`src/qrw_pkg.sv`:
```
// Purpose: Shared constants and types for the quad read / wrap / program
//          command block.
// Assumes: One system clock at 10 MHz oversampling the serial link.
// Notes:   Opcodes, field positions, reset values and cycle figures.
package qrw_pkg;
   // System clock
   localparam int CLK_PERIOD_NS = 100;

   // Opcodes
   localparam logic [7:0] OP_STATUS = 8'h05;
   localparam logic [7:0] OP_WREN = 8'h06;
   localparam logic [7:0] OP_PROG = 8'h02;
   localparam logic [7:0] OP_SET_WRAP = 8'h77;
   localparam logic [7:0] OP_READ_PARAM = 8'hC0;
   localparam logic [7:0] OP_QREAD = 8'hEB;
   localparam logic [7:0] OP_QREAD_DTR = 8'hED;

   // Phase lengths in bits
   localparam logic [5:0] CMD_BITS = 6'h08;
   localparam logic [5:0] ADDR_BITS = 6'h18;
   localparam logic [5:0] MODE_BITS = 6'h08;
   localparam logic [5:0] BYTE_BITS = 6'h08;
   localparam logic [5:0] WRAP_FRAME_BITS = 6'h20;
   localparam logic [5:0] QUAD_STEP = 6'h04;
   localparam logic [5:0] SINGLE_STEP = 6'h01;

   // Dummy clock counts
   localparam logic [3:0] SPI_DUMMY_CLKS = 4'h4;
   localparam logic [3:0] QPI_DUMMY_BASE = 4'h2;
   localparam logic [3:0] SDR_MODE_CLKS = 4'h2;
   localparam logic [3:0] DTR_MODE_CLKS = 4'h1;

   // Field positions
   localparam int MODE_CONT_HI = 5;
   localparam int MODE_CONT_LO = 4;
   localparam logic [1:0] CONT_ENTER = 2'h2;
   localparam int WRAP_DIS_POS = 4;
   localparam int WRAP_LEN_HI = 6;
   localparam int WRAP_LEN_LO = 5;
   localparam int RP_DUMMY_HI = 5;
   localparam int RP_DUMMY_LO = 4;
   localparam int RP_WRAP_HI = 1;
   localparam int RP_WRAP_LO = 0;
   localparam logic [7:0] WRAP_MASK_BASE = 8'h08;

   // Reset values
   localparam logic WRAP_DIS_RST = 1'h1;
   localparam logic [1:0] WRAP_LEN_RST = 2'h0;
   localparam logic [1:0] DUMMY_CODE_RST = 2'h0;

   // Synchroniser lanes: {sclk, cs_n, io[3:0]}
   localparam int SYNC_WIDTH = 6;
   localparam logic [5:0] SYNC_RST = 6'h10;

   typedef enum logic [3:0] {
      ST_IDLE, ST_CMD, ST_ADDR, ST_MODE, ST_DUMMY, ST_DATA, ST_STAT,
      ST_WREN, ST_WRAP, ST_RPAR, ST_PPADDR, ST_PPDATA, ST_IGN
   } qrw_state_t;
endpackage

```
`src/qrw_flash_cmd.sv`:
```
// Purpose: Serial flash command handling for quad I/O reads (SDR and DTR)
//          with continuous-read mode, burst wrap setup and page program.
// Assumes: Serial clock, chip select and data lines oversampled by mclk_in.
// Notes:   Array data and page buffer live outside this block.
// Functional notes
// - Quad read: four lines, four dummy clocks
// - Quad read needs quad enable bit
// - Mode byte bits 5:4 steer next read
// - Mode bits 5:4 = 10 skip next opcode
// - Other mode value needs full opcode again
// - Wrapped read stays in aligned section
// - Wrap command: opcode, 24 dummy, 8 bits
// - Disable bit zero enables 8-64 byte wrap
// - Wrap applies later; disable resets to one
// - Four-line mode: mode byte counts as dummy
// - Four-line mode quad reads never wrap
// - Four-line dummy 2/4/6/8, default 2
// - Wrap length kept, read parameters change it
// - Program ignored unless write enable latched
// - Program addresses wrap inside the page
// - Program only if select rises byte-aligned
// - Busy while programming, status still readable
// - Protected pages are never programmed
`timescale 1ns/1ps
module qrw_flash_cmd
   import qrw_pkg::*;
#(
   parameter int PROG_TIME_NS = 700000
) (
   // Clock, reset, enable
   input wire logic mclk_in,
   input wire logic rst_n_in,
   input wire logic ce_in,
   // Serial link pins
   input wire logic sclk_in,
   input wire logic cs_n_in,
   input wire logic [3:0] io_in,
   output logic [3:0] io_data_out,
   output logic [3:0] io_oe_out,
   // Configuration and protection
   input wire logic quad_enable_bit_in,
   input wire logic four_line_command_mode_in,
   input wire logic page_protected_in,
   // Array access
   output logic [23:0] mem_addr_out,
   input wire logic [7:0] mem_rdata_in,
   output logic load_we_out,
   output logic [23:0] load_addr_out,
   output logic [7:0] load_data_out,
   output logic program_start_out,
   // Status
   output logic busy_out,
   output logic write_enable_latch_out,
   output logic wrap_disable_bit_out,
   output logic continuous_read_out
);
   localparam int PROG_CYCLES_I =
      (PROG_TIME_NS / CLK_PERIOD_NS < 1) ? 1 : PROG_TIME_NS / CLK_PERIOD_NS;
   localparam logic [19:0] PROG_LAST = 20'(PROG_CYCLES_I - 1);

   logic [5:0] pins;
   logic sclk_d, cs_d, next_sclk_d, next_cs_d;
   logic rise, fall, cs_fall, cs_rise;

   qrw_sync #(.WIDTH(SYNC_WIDTH), .RST_VAL(SYNC_RST)) u_sync (
      .mclk_in(mclk_in),
      .rst_n_in(rst_n_in),
      .ce_in(ce_in),
      .d_in({sclk_in, cs_n_in, io_in}),
      .q_out(pins)
   );

   qrw_state_t state, next_state;
   logic [23:0] in_sh, next_in_sh, addr, next_addr;
   logic [5:0] bcnt, next_bcnt;
   logic four_line_command_mode, next_qpi, dtr, next_dtr, nib, next_nib;
   logic cont_read, next_cont_read;
   logic wrap_dis, next_wrap_dis;
   logic [1:0] wrap_len, next_wrap_len, dummy_code, next_dummy_code;
   logic [3:0] dum_left, next_dum_left;
   logic write_enable_latch, next_wel, busy, next_busy;
   logic [19:0] busy_cnt, next_busy_cnt;
   logic [7:0] pp_off, next_pp_off;
   logic pp_any, next_pp_any;
   logic [3:0] next_io_data, next_io_oe;
   logic next_load_we, next_commit;
   logic [23:0] next_load_addr;
   logic [7:0] next_load_data;

   // Helper terms
   logic wide, samp, drive_ev, cmd_done, wrap_on;
   logic [23:0] shifted;
   logic [5:0] nbits;
   logic [7:0] cmd_byte, stat;
   logic [3:0] dum_total;

   function automatic logic [23:0] step_addr(input logic [23:0] a,
      input logic wrap, input logic [1:0] len);
      logic [7:0] m;
      m = (WRAP_MASK_BASE << len) - 8'h01;
      if (wrap) begin
         return {a[23:8], (a[7:0] & ~m) | ((a[7:0] + 8'h01) & m)};
      end
      return a + 24'h000001;
   endfunction

   always_comb begin
      rise = pins[5] & ~sclk_d;
      fall = ~pins[5] & sclk_d;
      cs_fall = cs_d & ~pins[4];
      cs_rise = ~cs_d & pins[4];
      wide = four_line_command_mode | (state == ST_ADDR) | (state == ST_MODE);
      samp = rise | (dtr & fall & (bcnt != 6'h00) &
                     ((state == ST_ADDR) | (state == ST_MODE)));
      drive_ev = fall | (dtr & rise & (io_oe_out != 4'h0));
      shifted = wide ? {in_sh[19:0], pins[3:0]} : {in_sh[22:0], pins[0]};
      nbits = bcnt + (wide ? QUAD_STEP : SINGLE_STEP);
      cmd_byte = shifted[7:0];
      cmd_done = (state == ST_CMD) & samp & (nbits == CMD_BITS);
      wrap_on = ~wrap_dis & ~four_line_command_mode;
      stat = {6'h00, write_enable_latch, busy};
      if (four_line_command_mode) begin
         dum_total = QPI_DUMMY_BASE + {1'b0, dummy_code, 1'b0} -
                     (dtr ? DTR_MODE_CLKS : SDR_MODE_CLKS);
      end else begin
         dum_total = SPI_DUMMY_CLKS;
      end
      if (dtr && dum_total == 4'h0) begin
         dum_total = 4'h1;
      end
   end

   always_comb begin
      next_sclk_d = pins[5];
      next_cs_d = pins[4];
      next_state = state;
      next_in_sh = in_sh;
      next_addr = addr;
      next_bcnt = bcnt;
      next_qpi = four_line_command_mode;
      next_dtr = dtr;
      next_nib = nib;
      next_cont_read = cont_read;
      next_wrap_dis = wrap_dis;
      next_wrap_len = wrap_len;
      next_dummy_code = dummy_code;
      next_dum_left = dum_left;
      next_wel = write_enable_latch;
      next_busy = busy;
      next_busy_cnt = busy_cnt;
      next_pp_off = pp_off;
      next_pp_any = pp_any;
      next_io_data = io_data_out;
      next_io_oe = io_oe_out;
      next_load_we = 1'b0;
      next_commit = 1'b0;
      next_load_addr = load_addr_out;
      next_load_data = load_data_out;
      if (busy) begin
         next_busy_cnt = busy_cnt + 20'h00001;
         if (busy_cnt == PROG_LAST) begin
            next_busy = 1'b0;
            next_busy_cnt = 20'h00000;
            next_wel = 1'b0;
         end
      end
      if (cs_rise) begin
         next_state = ST_IDLE;
         next_io_oe = 4'h0;
         if (state == ST_WREN) begin
            next_wel = 1'b1;
         end else if (state == ST_PPADDR || state == ST_PPDATA) begin
            if (state == ST_PPDATA && pp_any && bcnt == 6'h00 &&
                !page_protected_in) begin
               next_busy = 1'b1;
               next_busy_cnt = 20'h00000;
               next_commit = 1'b1;
            end else begin
               next_wel = 1'b0;
            end
         end
      end else if (cs_fall) begin
         next_qpi = four_line_command_mode_in;
         next_bcnt = 6'h00;
         next_nib = 1'b0;
         next_in_sh = 24'h000000;
         next_state = (cont_read && !busy) ? ST_ADDR : ST_CMD;
      end else if (!pins[4]) begin
         case (state)
            ST_CMD: begin
               if (samp) begin
                  next_in_sh = shifted;
                  next_bcnt = nbits;
               end
               if (cmd_done) begin
                  next_bcnt = 6'h00;
                  next_state = ST_IGN;
                  if (cmd_byte == OP_STATUS) begin
                     next_state = ST_STAT;
                  end else if (busy) begin
                     next_state = ST_IGN;
                  end else if (cmd_byte == OP_WREN) begin
                     next_state = ST_WREN;
                  end else if (cmd_byte == OP_QREAD ||
                               cmd_byte == OP_QREAD_DTR) begin
                     if (quad_enable_bit_in) begin
                        next_state = ST_ADDR;
                        next_dtr = (cmd_byte == OP_QREAD_DTR);
                     end
                  end else if (cmd_byte == OP_SET_WRAP && !four_line_command_mode) begin
                     next_state = ST_WRAP;
                  end else if (cmd_byte == OP_READ_PARAM) begin
                     next_state = ST_RPAR;
                  end else if (cmd_byte == OP_PROG) begin
                     next_state = write_enable_latch ? ST_PPADDR : ST_IGN;
                  end
               end
            end
            ST_ADDR: begin
               if (samp) begin
                  next_in_sh = shifted;
                  next_bcnt = nbits;
                  if (nbits == ADDR_BITS) begin
                     next_addr = shifted;
                     next_bcnt = 6'h00;
                     next_state = ST_MODE;
                  end
               end
            end
            ST_MODE: begin
               if (samp) begin
                  next_in_sh = shifted;
                  next_bcnt = nbits;
                  if (nbits == MODE_BITS) begin
                     next_cont_read =
                        (shifted[MODE_CONT_HI:MODE_CONT_LO] == CONT_ENTER);
                     next_bcnt = 6'h00;
                     next_dum_left = dum_total;
                     next_state = (dum_total == 4'h0) ? ST_DATA : ST_DUMMY;
                  end
               end
            end
            ST_DUMMY: begin
               if (rise) begin
                  next_dum_left = dum_left - 4'h1;
                  if (dum_left == 4'h1) begin
                     next_state = ST_DATA;
                  end
               end
            end
            ST_DATA: begin
               if (drive_ev) begin
                  next_io_oe = 4'hF;
                  next_io_data = nib ? mem_rdata_in[3:0] : mem_rdata_in[7:4];
                  next_nib = ~nib;
                  if (nib) begin
                     next_addr = step_addr(addr, wrap_on, wrap_len);
                  end
               end
            end
            ST_STAT: begin
               if (fall) begin
                  next_bcnt = bcnt + 6'h01;
                  if (four_line_command_mode) begin
                     next_io_oe = 4'hF;
                     next_io_data = bcnt[0] ? stat[3:0] : stat[7:4];
                  end else begin
                     next_io_oe = 4'h2;
                     next_io_data = {2'h0, stat[3'h7 - bcnt[2:0]], 1'b0};
                  end
               end
            end
            ST_WRAP: begin
               // dummy bits then wrap bits; decode
               if (samp) begin
                  next_in_sh = shifted;
                  next_bcnt = nbits;
                  if (nbits == WRAP_FRAME_BITS) begin
                     next_wrap_dis = shifted[WRAP_DIS_POS];
                     next_wrap_len = shifted[WRAP_LEN_HI:WRAP_LEN_LO];
                     next_state = ST_IGN;
                  end
               end
            end
            ST_RPAR: begin
               if (samp) begin
                  next_in_sh = shifted;
                  next_bcnt = nbits;
                  if (nbits == BYTE_BITS) begin
                     next_dummy_code = shifted[RP_DUMMY_HI:RP_DUMMY_LO];
                     next_wrap_len = shifted[RP_WRAP_HI:RP_WRAP_LO];
                     next_state = ST_IGN;
                  end
               end
            end
            ST_PPADDR: begin
               if (samp) begin
                  next_in_sh = shifted;
                  next_bcnt = nbits;
                  if (nbits == ADDR_BITS) begin
                     next_addr = shifted;
                     next_bcnt = 6'h00;
                     next_pp_off = 8'h00;
                     next_pp_any = 1'b0;
                     next_state = ST_PPDATA;
                  end
               end
            end
            ST_PPDATA: begin
               if (samp) begin
                  next_in_sh = shifted;
                  next_bcnt = nbits;
                  if (nbits == BYTE_BITS) begin
                     next_bcnt = 6'h00;
                     next_load_we = 1'b1;
                     next_load_data = shifted[7:0];
                     next_load_addr = {addr[23:8], addr[7:0] + pp_off};
                     next_pp_off = pp_off + 8'h01;
                     next_pp_any = 1'b1;
                  end
               end
            end
            default: begin
               next_state = state;
            end
         endcase
      end
   end

   always_ff @(posedge mclk_in) begin
      if (!rst_n_in) begin
         sclk_d <= 1'b0;
         cs_d <= 1'b1;
         state <= ST_IDLE;
         in_sh <= 24'h000000;
         addr <= 24'h000000;
         bcnt <= 6'h00;
         four_line_command_mode <= 1'b0;
         dtr <= 1'b0;
         nib <= 1'b0;
         cont_read <= 1'b0;
         wrap_dis <= WRAP_DIS_RST;
         wrap_len <= WRAP_LEN_RST;
         dummy_code <= DUMMY_CODE_RST;
         dum_left <= 4'h0;
         write_enable_latch <= 1'b0;
         busy <= 1'b0;
         busy_cnt <= 20'h00000;
         pp_off <= 8'h00;
         pp_any <= 1'b0;
         io_data_out <= 4'h0;
         io_oe_out <= 4'h0;
         load_we_out <= 1'b0;
         program_start_out <= 1'b0;
         load_addr_out <= 24'h000000;
         load_data_out <= 8'h00;
      end else if (ce_in) begin
         sclk_d <= next_sclk_d;
         cs_d <= next_cs_d;
         state <= next_state;
         in_sh <= next_in_sh;
         addr <= next_addr;
         bcnt <= next_bcnt;
         four_line_command_mode <= next_qpi;
         dtr <= next_dtr;
         nib <= next_nib;
         cont_read <= next_cont_read;
         wrap_dis <= next_wrap_dis;
         wrap_len <= next_wrap_len;
         dummy_code <= next_dummy_code;
         dum_left <= next_dum_left;
         write_enable_latch <= next_wel;
         busy <= next_busy;
         busy_cnt <= next_busy_cnt;
         pp_off <= next_pp_off;
         pp_any <= next_pp_any;
         io_data_out <= next_io_data;
         io_oe_out <= next_io_oe;
         load_we_out <= next_load_we;
         program_start_out <= next_commit;
         load_addr_out <= next_load_addr;
         load_data_out <= next_load_data;
      end
   end

   assign mem_addr_out = addr;
   assign busy_out = busy;
   assign write_enable_latch_out = write_enable_latch;
   assign wrap_disable_bit_out = wrap_dis;
   assign continuous_read_out = cont_read;
endmodule

```
`src/qrw_sync.sv`:
```
// Purpose: Two-flop synchroniser for pins from outside the clock domain.
// Assumes: Inputs are slow relative to mclk_in.
// Notes:   First stage feeds only the second stage.
`timescale 1ns/1ps
module qrw_sync #(
   parameter int WIDTH = 1,
   parameter logic [WIDTH-1:0] RST_VAL = '0
) (
   // Clock and control
   input wire logic mclk_in,
   input wire logic rst_n_in,
   input wire logic ce_in,
   // Data
   input wire logic [WIDTH-1:0] d_in,
   output logic [WIDTH-1:0] q_out
);
   logic [WIDTH-1:0] stage1;
   logic [WIDTH-1:0] next_stage1;
   logic [WIDTH-1:0] next_q;

   always_comb begin
      next_stage1 = stage1;
      next_q = q_out;
      if (!rst_n_in) begin
         next_stage1 = RST_VAL;
         next_q = RST_VAL;
      end else if (ce_in) begin
         next_stage1 = d_in;
         next_q = stage1;
      end
   end

   always_ff @(posedge mclk_in) begin
      stage1 <= next_stage1;
      q_out <= next_q;
   end
endmodule

```
`config.mk`:
```
export PLATFORM = sky130hd
export DESIGN_NAME = qrw_flash_cmd
export DESIGN_NICKNAME = d
export VERILOG_FILES = /design/src/qrw_pkg.sv /design/src/qrw_flash_cmd.sv /design/src/qrw_sync.sv
export SDC_FILE = /design/constraint.sdc
export NUM_CORES = 1
export LEC_CHECK = 0
export BUFFER_PORTS_ARGS = -buffer_cell sky130_fd_sc_hd__clkbuf_2
export CORE_MARGIN = 2
export CORE_UTILIZATION = 50
export DETAILED_ROUTE_END_ITERATION = 8
export GPL_TIMING_DRIVEN = 0
export PLACE_DENSITY = 0.69
export SLEW_MARGIN = 30
export SYNTH_ARGS = -nofsm -noshare
export SYNTH_HDL_FRONTEND = slang
export SYNTH_SLANG_ARGS = --single-unit
export TNS_END_PERCENT = 100
```
`constraint.sdc`:
```
create_clock -name mclk_in -period 6.5 [get_ports mclk_in]
set_input_delay 0 -clock mclk_in [delete_from_list [all_inputs] [get_ports mclk_in]]
set_output_delay 0 -clock mclk_in [all_outputs]
set_load 0.02 [all_outputs]
```
==> flow_summary.json <==
{
  "drive_gt1_share_pct": 12.1,
  "mostFrequentLayoutCell": "dfxtp_1",
  "yosysWarnings": 0,
  "endpoint_kind": "flop",
  "skew_ps": 7.17,
  "cp_top_family": "simple AND/OR/NAND/NOR gates",
  "rrSetupSlack_ps": 1620,
  "clockBufferDepth": 2,
  "fin_tns_setup_ps": 0,
  "clk_latency_ps": 440,
  "gp_congestion": 0.961,
  "critPathMostFrequentCell": "nor2_1",
  "timing.final.max_slew_violations": 0,
  "path_clk_slew_ps": 60,
  "power.density_mw_per_mm2": 197,
  "cp-start-kind": "flop",
  "hold_violations": 1,
  "fin_nets": 1368,
  "whs_ps": -2.59,
  "first_pass_iters": 8,
  "cp_max_fo": 10,
  "die_area_mm2": 0.0196,
  "power_leakage_nw": 4.00,
  "grt_first_pass_wirelength_um": 48500,
  "dp_hpwl_um": 22400,
  "fin_crit_sh_pct": 75.1,
  "synth_area_leader_cell": "dfxtp_1",
  "worstPathRequired_ps": 6790,
  "ys_seq_area_share_pct": 33.5,
  "cts-buffers-inserted": 17,
  "crit_type": "flop to flop",
  "die_h_um": 140,
  "antenna_found_initial": 0,
  "area_growth_pct": 14.9,
  "worstMarginPinSlew_ps": 975,
  "status": "complete, but fails checks",
  "crit_buf_inv": 2,
  "stdcell_area_mm2": 0.0106,
  "synth_area_leaders": "dfxtp_1, a21oi_1, nand2_1, mux2i_1, nor2_1",
  "h-tree-depth": 4,
  "syn_nets": 1254,
  "slew_headroom_pct": 35.0,
  "drtIter0Drc": 999,
  "setup_viol": 0,
  "core_area_mm2": 0.0181,
  "grt_usage_pct": 31.0,
  "synth_edf_count": 0,
  "synth.distinct_cells": 81,
  "ctsRootBufferMaster": "clkbuf_16",
  "synth.cell_area_mm2": 0.00927,
  "yosys_most_used_dff": "dfxtp_1",
  "post_cts_resized": 0,
  "vdd_drop_max_mv": 0.182,
  "fin_crit_ps": 4880,
  "final_cell_mix": "dfxtp_1, nand2_1, nor2_1, a21oi_1, clkbuf_2",
  "start_util_pct": 51.2,
  "pin_count": 90,
  "grt_overflow": 0,
  "route.antenna.remaining_nets": 0,
  "vias": 9770,
  "cts_tree": "done",
  "avgSynthCellArea_um2": 7.65,
  "clock_sinks": 155,
  "grt_setup_unrepaired": "false",
  "grt_pass1_vias": 8866,
  "route.detailed.drc": 0,
  "viasPerCell": 6.24,
  "violations": "negative hold slack",
  "cpMaxStageDelayCell": "nor2_1",
  "grt_max_degree": 17,
  "async_reset_ff_share_pct": 0,
  "port_buffers": 88,
  "hold_class": "primary input to flop",
  "synth_top_area_share_pct": 33.5,
  "crit_chain": "clkbuf_1 -> nor2_1 -> clkinv_1 -> ha_1 -> a21o_1 -> a32oi_1 -> nand4_1 -> nand3b_1 -> a211oi_1 -> mux2i_1 -> nor2_1",
  "synth-seq-cells": 155,
  "clock.fmax_mhz": 205,
  "cap_violations": 0,
  "dpl_cell_area_mm2": 0.00999,
  "crit_arrival_ps": 5180,
  "rows": 49,
  "syn-instance-count": 1212,
  "n_antenna_cell": 0,
  "slowest_delay_ps": 700,
  "die_w_um": 140,
  "routedWlPerCell_um": 19.7,
  "postRouteWirelength_um": 30900
}
[power breakdown]
part	internal (mW)	switching (mW)
Combinational	0.0344	0.0846
Sequential	0.954	0.00566
Clock	0.592	0.421
Total	1.58	0.512
[worst min-delay path: cells and delay by family]
family                 cells  cell delay, ps
AO/OA/AOI/OAI              1             130
AND/OR/NAND/NOR            1              70
buffers and inverters      1              70
multiplexers               1             130
[synth_stat cells (13+ instances only)]
cell      number
buf_2         15
o21ai_0       61
o211ai_1      15
nand2b_1      13
dfxtp_1      155
nand3_1       38
nand2_1      145
nor2_1       130
a211oi_1      15
nor4_1        15
clkbuf_1      65
ha_1          20
xnor2_1       16
nor2b_1       15
inv_1         26
nor3_1        55
mux2i_1       54
a21oi_1      116
nand4_1       23
[cell families (layout without fill, tap and decap cells)]
kind of cell	count (synthesis)	count (layout)	share of synthesized area (%)
simple gates	511	511	27.1
compound gates	327	327	22.6
flops	155	155	33.5
buf+inv	117	242	5.18
mux	58	58	6.35
fa+ha+maj	22	22	3.13
xor+xnor	22	22	2.08
[per-layer routing]
metal | global-route usage [%] | vias up | wire length (um)
met5 | 0 | - | 0
met4 | 11.4 | 0 | 911
met3 | 7.35 | 67 | 2950
met2 | 46.8 | 470 | 13400
met1 | 43.4 | 4602 | 13600
li1 | - | 4631 | -
[through the flow]
step / util [%] / power [mW] / setup WS [ps] / instances / hold WS [ps]
6_report: 58.9 / 2.09 / 1620 / 1566 / -2.59
5_1_grt: 58.9 / 2.14 / 1330 / 1566 / 33.6
4_1_cts: 58.9 / 2.10 / 1760 / 1566 / 1.05
3_5_place_dp: 55.3 / 1.09 / 1820 / 1529 / 222
3_3_place_gp: 55.3 / 1.09 / 1800 / 1529 / 216
2_1_floorplan: - / 1.05 / 2820 / 1212 / 128
[layout make-up]
cell class / instances / area (um2)
plain buffers: 89 / 375
fillers: 1688 / 7440
clock inverters: 10 / 116
flip-flops and latches: 155 / 3100
multi-input cells: 940 / 5680
repair buffers: 95 / 510
clock buffers: 20 / 467
inverters: 28 / 105
well taps: 229 / 287
[path summary, 6_finish.rpt]
| check | startpoint | end | cells after the start |
|---|---|---|---|
| min reg2reg | load_addr_out[5]$_SDFFE_PN0P_ | load_addr_out[5]$_SDFFE_PN0P_ | 2 |
| min | mem_rdata_in[2] | io_data_out[2]$_SDFFE_PN0P_ | 4 |
| max reg2reg | four_line_command_mode$_SDFFE_PN0P_ | wrap_len[0]$_SDFFE_PN0P_ | 11 |
| max | four_line_command_mode$_SDFFE_PN0P_ | wrap_len[0]$_SDFFE_PN0P_ | 11 |
[state kept, by name, summed over array words and instances, names as in the netlist, 6 cells and up, named ones only]
register	count
pp_off	8
u_sync.stage1	6
load_data_out	8
load_addr_out	24
u_sync.q_out	6
in_sh	23
mem_addr_out	19
busy_cnt	20
bcnt	6
[repair_timing]
item                       in CTS  in global routing
hold buffers                    7                  0
setup endpoints to repair       0                  0
setup buffers                   0                  0
hold endpoints to repair        7                  0
(Power assumes the default switching activity.)
